`src/inc/mss_defs.vh`:
```
/*
 Constants for the message screen selector: register offsets, field layouts,
 reset values and memory geometry. Assumes inclusion by bare name.
*/
`ifndef MSS_DEFS_VH
`define MSS_DEFS_VH
`define MSS_NUM_SCREENS 16
`define MSS_SCR_BITS 4
`define MSS_WORDS_PER_SCREEN 36
`define MSS_ADDR_BITS 15
`define MSS_ADDR_MAX 15'h7FDC
`define MSS_ADDR_DEFAULT_BASE 15'h2328
`define MSS_ADDR_DEFAULT_STEP 15'h0028
`define MSS_CTRL_WORD_DEFAULT 9'h000
`define MSS_CTRL_WORD_BITS 9
// Register byte offsets
`define MSS_OFF_CTRL 12'h000
`define MSS_OFF_STATUS 12'h004
`define MSS_OFF_FETCH 12'h008
`define MSS_OFF_CFG_BASE 12'h040
`define MSS_OFF_ADDR_BASE 12'h080
// CFG register: bit 0 usage flag, bits 24:16 control word number
`define MSS_CFG_USE_BIT 0
`define MSS_CFG_WORD_LSB 16
`define MSS_CFG_WORD_MSB 24
// STATUS: bit 0 showing, bits 11:8 screen index (0 = screen one)
`define MSS_ST_SHOW_BIT 0
`define MSS_ST_SCR_LSB 8
`define MSS_ST_SCR_MSB 11
`define MSS_RESP_OKAY 2'h0
`define MSS_RESP_SLVERR 2'h2
`endif

```
`src/verilog/mss_selector.v`:
```
/*
 Message screen selector: sixteen screen configurations held in AXI4-Lite
 registers; picks the lowest-numbered enabled screen whose control bit is on
 and walks its 36-word text region through the data memory, driving the
 character pair of each word to the display side.
 Assumes the work relay words arrive on ctrl_word_in as selected by
 ctrl_word_sel, and data memory reads answer one cycle after the address.
*/
// The address map and the AXI4-Lite slave port are this design's own decisions.
// Functional notes
// - Sixteen separately configurable, deletable screen configurations
// - Show screen text only while control bit on
// - Screen n uses control word bit n-1
// - Control word from work area, default zero
// - Leading address 0..32732, default 9000+40(n-1)
// - Text spans 36 words from leading address
// - Usage flag Y enables, N ignores bit
// - Two characters per word, upper byte first
`timescale 1ns/1ps
`include "mss_defs.vh"
module mss_selector #(
    parameter NUM_SCREENS = `MSS_NUM_SCREENS,
    parameter WORDS_PER_SCREEN = `MSS_WORDS_PER_SCREEN
)(
    input wire mclk,
    input wire reset,
    input wire [11:0] s_axi_awaddr,
    input wire s_axi_awvalid,
    output wire s_axi_awready,
    input wire [31:0] s_axi_wdata,
    input wire [3:0] s_axi_wstrb,
    input wire s_axi_wvalid,
    output wire s_axi_wready,
    output wire [1:0] s_axi_bresp,
    output wire s_axi_bvalid,
    input wire s_axi_bready,
    input wire [11:0] s_axi_araddr,
    input wire s_axi_arvalid,
    output wire s_axi_arready,
    output wire [31:0] s_axi_rdata,
    output wire [1:0] s_axi_rresp,
    output wire s_axi_rvalid,
    input wire s_axi_rready,
    output wire [8:0] ctrl_word_sel,
    input wire [15:0] ctrl_word_in,
    output wire [14:0] data_memory_area_addr,
    output wire data_memory_area_rd,
    input wire [15:0] data_memory_area_rdata,
    output wire disp_show,
    output wire [3:0] disp_screen,
    output wire [5:0] disp_word_idx,
    output wire [7:0] disp_char_hi,
    output wire [7:0] disp_char_lo,
    output wire disp_char_valid
);
    // Per-screen configuration, shared control word, enable and fetch counter
    reg [NUM_SCREENS-1:0] screen_usage_flag_q;
    reg [`MSS_ADDR_BITS-1:0] leading_word_setting_q [0:NUM_SCREENS-1];
    reg [`MSS_CTRL_WORD_BITS-1:0] ctrl_word_q;
    reg enable_q;
    reg [31:0] fetch_count_q;
    integer i;
    integer j;

    // AXI4-Lite slave state
    reg aw_held_q, w_held_q, bvalid_q, rvalid_q;
    reg [11:0] awaddr_q;
    reg [31:0] wdata_q, rdata_q;
    reg [1:0] bresp_q, rresp_q;
    // Strobes are kept with the data: the master may drop them once W is taken
    reg [3:0] wstrb_q;

    assign s_axi_awready = ~aw_held_q & ~bvalid_q;
    assign s_axi_wready = ~w_held_q & ~bvalid_q;
    assign s_axi_bvalid = bvalid_q;
    assign s_axi_bresp = bresp_q;
    assign s_axi_arready = ~rvalid_q;
    assign s_axi_rvalid = rvalid_q;
    assign s_axi_rdata = rdata_q;
    assign s_axi_rresp = rresp_q;

    wire do_write = aw_held_q & w_held_q & ~bvalid_q;
    wire wr_cfg = (awaddr_q[11:6] == `MSS_OFF_CFG_BASE >> 6);
    wire wr_adr = (awaddr_q[11:6] == `MSS_OFF_ADDR_BASE >> 6);
    wire [3:0] wr_idx = awaddr_q[5:2];
    wire [3:0] rd_idx = s_axi_araddr[5:2];
    wire [`MSS_ADDR_BITS-1:0] new_addr = wdata_q[`MSS_ADDR_BITS-1:0];

    // Selection: lowest set index among enabled screens with bit on
    reg found;
    reg [3:0] pick;
    always @*
    begin
        found = 1'b0;
        pick = 4'h0;
        for (i = NUM_SCREENS - 1; i >= 0; i = i - 1)
        begin
            if (screen_usage_flag_q[i] && ctrl_word_in[i])
            begin
                found = 1'b1;
                pick = i[3:0];
            end
        end
    end

    assign ctrl_word_sel = ctrl_word_q;

    // Text walker: restarts whenever the chosen screen changes
    reg show_q;
    reg [3:0] scr_q;
    reg [5:0] idx_q;
    reg rd_q;
    reg [5:0] rd_idx_q;
    // Memory answers a cycle after the address, so capture waits one stage
    reg ans_q;
    reg [5:0] ans_idx_q;
    reg [14:0] addr_q;
    reg [7:0] hi_q, lo_q;
    reg cv_q;
    wire active = enable_q & found;

    always @(posedge mclk)
    begin
        if (reset)
        begin
            show_q <= 1'b0;
            scr_q <= 4'h0;
            idx_q <= 6'h00;
            rd_q <= 1'b0;
            rd_idx_q <= 6'h00;
            ans_q <= 1'b0;
            ans_idx_q <= 6'h00;
            addr_q <= 15'h0000;
            hi_q <= 8'h00;
            lo_q <= 8'h00;
            cv_q <= 1'b0;
        end
        else
        begin
            show_q <= active;
            rd_q <= active;
            rd_idx_q <= idx_q;
            ans_q <= rd_q;
            ans_idx_q <= rd_idx_q;
            if (!active || !show_q || pick != scr_q)
            begin
                scr_q <= pick;
                idx_q <= 6'h00;
                rd_q <= 1'b0;
            end
            else
            begin
                // Region is a fixed 36-word span; wrap to keep refreshing
                if (idx_q == WORDS_PER_SCREEN - 1)
                    idx_q <= 6'h00;
                else
                    idx_q <= idx_q + 6'h01;
                addr_q <= leading_word_setting_q[scr_q] + {9'h000, idx_q};
            end
            cv_q <= ans_q & show_q;
            if (ans_q)
            begin
                hi_q <= data_memory_area_rdata[15:8];
                lo_q <= data_memory_area_rdata[7:0];
            end
        end
    end
    reg [5:0] out_idx_q;
    always @(posedge mclk)
    begin
        if (reset)
            out_idx_q <= 6'h00;
        else if (ans_q)
            out_idx_q <= ans_idx_q;
    end

    assign data_memory_area_addr = addr_q;
    assign data_memory_area_rd = rd_q;
    assign disp_show = show_q;
    assign disp_screen = scr_q;
    assign disp_word_idx = out_idx_q;
    assign disp_char_hi = hi_q;
    assign disp_char_lo = lo_q;
    assign disp_char_valid = cv_q;

    // Register write, configuration and counters
    always @(posedge mclk)
    begin
        if (reset)
        begin
            aw_held_q <= 1'b0;
            w_held_q <= 1'b0;
            bvalid_q <= 1'b0;
            bresp_q <= `MSS_RESP_OKAY;
            awaddr_q <= 12'h000;
            wdata_q <= 32'h00000000;
            wstrb_q <= 4'h0;
            enable_q <= 1'b1;
            ctrl_word_q <= `MSS_CTRL_WORD_DEFAULT;
            screen_usage_flag_q <= {NUM_SCREENS{1'b0}};
            fetch_count_q <= 32'h00000000;
            for (j = 0; j < NUM_SCREENS; j = j + 1)
                leading_word_setting_q[j] <= `MSS_ADDR_DEFAULT_BASE
                    + j[`MSS_ADDR_BITS-1:0] * `MSS_ADDR_DEFAULT_STEP;
        end
        else
        begin
            if (cv_q)
                fetch_count_q <= fetch_count_q + 32'h00000001;
            if (s_axi_awvalid && s_axi_awready)
            begin
                aw_held_q <= 1'b1;
                awaddr_q <= s_axi_awaddr;
            end
            if (s_axi_wvalid && s_axi_wready)
            begin
                w_held_q <= 1'b1;
                wdata_q <= s_axi_wdata;
                wstrb_q <= s_axi_wstrb;
            end
            if (s_axi_bvalid && s_axi_bready)
                bvalid_q <= 1'b0;
            if (do_write)
            begin
                aw_held_q <= 1'b0;
                w_held_q <= 1'b0;
                bvalid_q <= 1'b1;
                bresp_q <= `MSS_RESP_OKAY;
                if (awaddr_q == `MSS_OFF_CTRL)
                begin
                    if (wstrb_q[0])
                        enable_q <= wdata_q[0];
                end
                else if (awaddr_q == `MSS_OFF_STATUS || awaddr_q == `MSS_OFF_FETCH)
                    bresp_q <= `MSS_RESP_OKAY;
                else if (wr_cfg)
                begin
                    // Clearing the usage flag deletes the screen
                    if (wstrb_q[0])
                        screen_usage_flag_q[wr_idx] <= wdata_q[`MSS_CFG_USE_BIT];
                    if (wstrb_q[2] && wstrb_q[3] && wr_idx == 4'h0)
                        ctrl_word_q <= wdata_q[`MSS_CFG_WORD_MSB:`MSS_CFG_WORD_LSB];
                end
                else if (wr_adr)
                begin
                    // Out-of-range leading addresses are refused
                    if (new_addr > `MSS_ADDR_MAX || !(wstrb_q[0] && wstrb_q[1]))
                        bresp_q <= `MSS_RESP_SLVERR;
                    else
                        leading_word_setting_q[wr_idx] <= new_addr;
                end
                else
                    bresp_q <= `MSS_RESP_SLVERR;
            end
        end
    end

    // Register read
    always @(posedge mclk)
    begin
        if (reset)
        begin
            rvalid_q <= 1'b0;
            rdata_q <= 32'h00000000;
            rresp_q <= `MSS_RESP_OKAY;
        end
        else if (rvalid_q)
        begin
            if (s_axi_rready)
                rvalid_q <= 1'b0;
        end
        else if (s_axi_arvalid)
        begin
            rvalid_q <= 1'b1;
            rresp_q <= `MSS_RESP_OKAY;
            rdata_q <= 32'h00000000;
            if (s_axi_araddr == `MSS_OFF_CTRL)
                rdata_q <= {31'h00000000, enable_q};
            else if (s_axi_araddr == `MSS_OFF_STATUS)
                rdata_q <= {20'h00000, scr_q, 7'h00, show_q};
            else if (s_axi_araddr == `MSS_OFF_FETCH)
                rdata_q <= fetch_count_q;
            else if (s_axi_araddr[11:6] == `MSS_OFF_CFG_BASE >> 6)
                rdata_q <= {7'h00, ctrl_word_q, 15'h0000, screen_usage_flag_q[rd_idx]};
            else if (s_axi_araddr[11:6] == `MSS_OFF_ADDR_BASE >> 6)
                rdata_q <= {17'h00000, leading_word_setting_q[rd_idx]};
            else
                rresp_q <= `MSS_RESP_SLVERR;
        end
    end
endmodule // mss_selector

```
`config.mk`:
```
export PLATFORM = sky130hd
export DESIGN_NAME = mss_selector
export DESIGN_NICKNAME = d
export VERILOG_FILES = /design/src/verilog/mss_selector.v
export VERILOG_INCLUDE_DIRS = /design/src /design/src/inc
export SDC_FILE = /design/constraint.sdc
export NUM_CORES = 1
export LEC_CHECK = 0
export BUFFER_PORTS_ARGS = -buffer_cell sky130_fd_sc_hd__clkbuf_2
export CELL_PAD_IN_SITES_DETAIL_PLACEMENT = 0
export CELL_PAD_IN_SITES_GLOBAL_PLACEMENT = 1
export CORE_MARGIN = 4
export CORE_UTILIZATION = 50
export CTS_BUF_LIST = sky130_fd_sc_hd__clkbuf_4
export CTS_CLUSTER_DIAMETER = 40
export DETAILED_ROUTE_END_ITERATION = 6
export GPL_TIMING_DRIVEN = 0
export PLACE_DENSITY = 0.83
export SLEW_MARGIN = 10
export SYNTH_ARGS = -nofsm -noshare
export SYNTH_HDL_FRONTEND = slang
export SYNTH_SLANG_ARGS = --single-unit
```
`constraint.sdc`:
```
create_clock -name mclk -period 4.54 [get_ports mclk]
set_clock_uncertainty 0.05 [all_clocks]
set_input_delay 0.454 -clock mclk [delete_from_list [all_inputs] [get_ports mclk]]
set_output_delay 0.454 -clock mclk [all_outputs]
set_load 0.03 [all_outputs]
```
==> metrics.txt <==
Final Instance Area=between 20000 and 30000 µm²; Ports=a little under 200; global-route wire length before repair=between 100 and 150 mm; Num CTS Buffers=about 110; Area Overhead vs Synth=17.8%; Synth Instances=between 1500 and 2000; worst endpoint data arrival time=roughly 5 ns; post-synthesis sequential area ratio=52.8%; relative slew slack=between 20% and 30%; Synth area leader=edfxtp_1; vias in the first global route=~17000; multi-input logic area=approximately 9400 µm²; Max Cap Viol=0; Setup crit end=data_memory_area_addr[14]; Pwr Density=~340 nW/µm²; hold path depth=4; placed cell count=between 2000 and 2500; Post-synth EDFFs=240; Detailed Route WL=between 60 and 70 mm; height of the chip=between 200 and 250 µm; Util after Layout=between 50 and 60%; worst vdd ir=between 300 and 400 µV; Die W=about 210 µm; global route overflow=0; CP Launch Type=flop; Seq cells post-synth=443; Antenna Violating Nets Remaining=0; Crit path required time=around 5.1 ns; Sw Ratio=between 20% and 30%; largest net degree at the start of global routing=16; fmax=229 MHz; Synth top area share=about 34%; Post-DP HPWL=roughly 50 mm; synthesized area=between 20000 and 25000 µm²; Worst-Skew Late Latency=around 0.9 ns; Slew @ Worst Pin=between 1 and 1.5 ns; Die ar.=approximately 46000 µm²; CTS tree=built; setup TNS=0 ns; peak fanout along the critical path=10; max incr delay on CP=approximately 0.5 ns; share of layout cells above drive strength 1=25.9%; Place WS=-0.0789 ns; First DRT Iteration DRCs=approximately 1800; type of the worst min-delay path=input port to flop; nets=between 2000 and 2500; Setup violations, final=0; Post-CTS Setup Bufs=0; worst hold slack=0.0816 ns; Sequential Power Share=slightly above 50%; Core ar.=42000 µm²; Unique masters post-synth=74; Int Power=approximately 6.4 mW; reg2reg end=data_memory_area_addr[14]; drt pass-1 iters=6; FP Rows=75; GP Congestion=1.07; cell breakdown of the critical path=buf_2 -> buf_2 -> clkbuf_2 -> mux4_2 -> mux4_2 -> ha_1 -> inv_1 -> fa_1 -> inv_1 -> a21oi_1 -> o21bai_1 -> a31oi_2 -> nor4b_2 -> xnor2_1 -> a211oi_1; GRT Resource Usage Total=29.5%; clock transition at the registers of the reported paths=roughly 0.07 ns; total number of vias=roughly 17000; area occupied by registers=11300 µm²; worst setup margin=~0.17 ns; min cycle time layout=approximately 4.4 ns; Hold Fails Final Rpt=0; YS warnings=0; worst setup path class=flop to flop; FF-to-FF path depth=15; Top FF cell, synth=edfxtp_1; Comb pwr share=about 7.7%; top cells by area, synth=edfxtp_1 (34%), dfxtp_1 (19%), mux4_2 (15%); clock share of power=41.1%; H-tree depth=3; Starting Density=around 50%; asr flop ratio synth=0%; Root Buffer=clkbuf_4; DR WL/cell=~25 µm; switching power=roughly 2.2 mW; Crit-path slowest cell=mux4_2; Fillers=roughly 3500; initial antenna violation count=1; total power=8.52 mW; R2R setup slack=between 0.15 and 0.2 ns; LEAKAGE=8.87 nW; Placed Area=22900 µm²; endpoint type of the worst setup path=flop; input/output buffers=around 180; syn avg cell area=around 12 µm²; DRC=0; Max Transition Viols Final=0; Vias/cell=roughly 6.0; status=finished clean; CTS Sinks=between 400 and 500; maximum clock path buffer count=3; fin cells=roughly 2800; fin crit share=96.2%
## flip-flops by register name, summed over array words and instances, names as in the netlist, 4 cells and up, named ones only
name,count
fetch_count_q,32
disp_word_idx,6
awaddr_q,12
ans_idx_q,6
disp_screen,4
leading_word_setting_q,240
ctrl_word_sel,9
s_axi_rdata,32
wstrb_q,4
screen_usage_flag_q,16
disp_char_hi,8
disp_char_lo,8
rd_idx_q,6
data_memory_area_addr,15
wdata_q,24
idx_q,6
## cell type report
class / count / area share, %
Clock buffer: 171 / 5.11
Sequential cell: 443 / 44.9
Timing Repair Buffer: 249 / 6.38
Antenna cell: 1 / 0.00996
Tap cell: 539 / 2.69
Inverter: 17 / 0.254
Buffer: 140 / 2.44
Multi-Input combinational cell: 1164 / 37.4
Clock inverter: 40 / 0.847
## synthesized netlist by cell type (all sizes together) (23+ instances only)
cell,number
a22oi,37
buf,42
edfxtp,240
mux2i,53
nand3,42
nand2,163
dfxtp,203
and2,150
nor2,148
clkbuf,99
a21oi,99
or3,63
mux4,148
nand2b,23
## kinds of logic after synthesis
logic type	count (synthesis)	synth area share [%]
flip-flops	443	52.8
buffers and inverters	158	3.16
AO/OA/AOI/OAI	205	6.18
AND/OR/NAND/NOR	707	17.4
XOR/XNOR	40	1.64
multiplexers	201	18.2
adder cells (fa/ha/maj)	9	0.563
other	1	0.0176
## worst min path at each step
stage | endpoint | slack, ns | start
6_report | flop | 0.08 | ctrl_word_in[1]
5_1_grt | flop | 0.04 | ctrl_word_in[5]
4_1_cts | flop | 0.02 | ctrl_word_in[1]
3_5_place_dp | ans_idx_q[0] | 0.38 | rd_idx_q[0]
3_3_place_gp | ans_idx_q[2] | 0.37 | rd_idx_q[2]
2_1_floorplan | ans_idx_q[0] | 0.36 | rd_idx_q[0]
## power by group through the flow
stage | clock network [mW] | registers [mW] | logic [mW]
after detailed placement | 0 | 4.45 | 0.598
after global routing | 3.79 | 4.36 | 0.692
after global placement | 0 | 4.44 | 0.591
after CTS | 3.54 | 4.36 | 0.646
final | 3.51 | 4.36 | 0.657
after floorplan | 0 | 4.42 | 0.346
## metal layers
layer	global-route usage [%]	vias up	wire [µm]
met4	11.9	0	3090
met3	7.40	183	6750
li1	-	7324	-
met5	0	-	0
met2	46.5	959	31700
met1	39.4	8204	27100
## critical path, delay by kind of cell (launching register included)
family,cells,cell delay [ns]
adders and majority gates,2,0.41
muxes,2,0.89
AOI/OAI and AO/OA,4,0.75
and+or+nand+nor,1,0.10
DFF,1,0.41
buffers and inverters,5,1.30
xor gates and xnor gates,1,0.26
## placed cells by master, fill, tap and decap left out, types with 30 or more instances in the layout
cell type	synthesis	routed
a21oi_1	99	99
a22oi_1	34	34
and2_1	150	150
clkbuf_1	95	93
clkbuf_2	4	184
clkbuf_4	0	171
clkinv_1	1	30
dfxtp_1	203	203
dlygate4sd3_1	0	71
edfxtp_1	240	240
mux2i_1	53	53
mux4_2	142	142
nand2_1	161	161
nand3_1	42	42
nor2_1	146	146
or3_1	63	63
## timing repair
item,in CTS,in global routing
resized for setup,4,1
hold buffers,71,0
endpoints found under the hold margin,62,0
setup endpoints to repair,5,9
(Power assumes the default switching activity.)
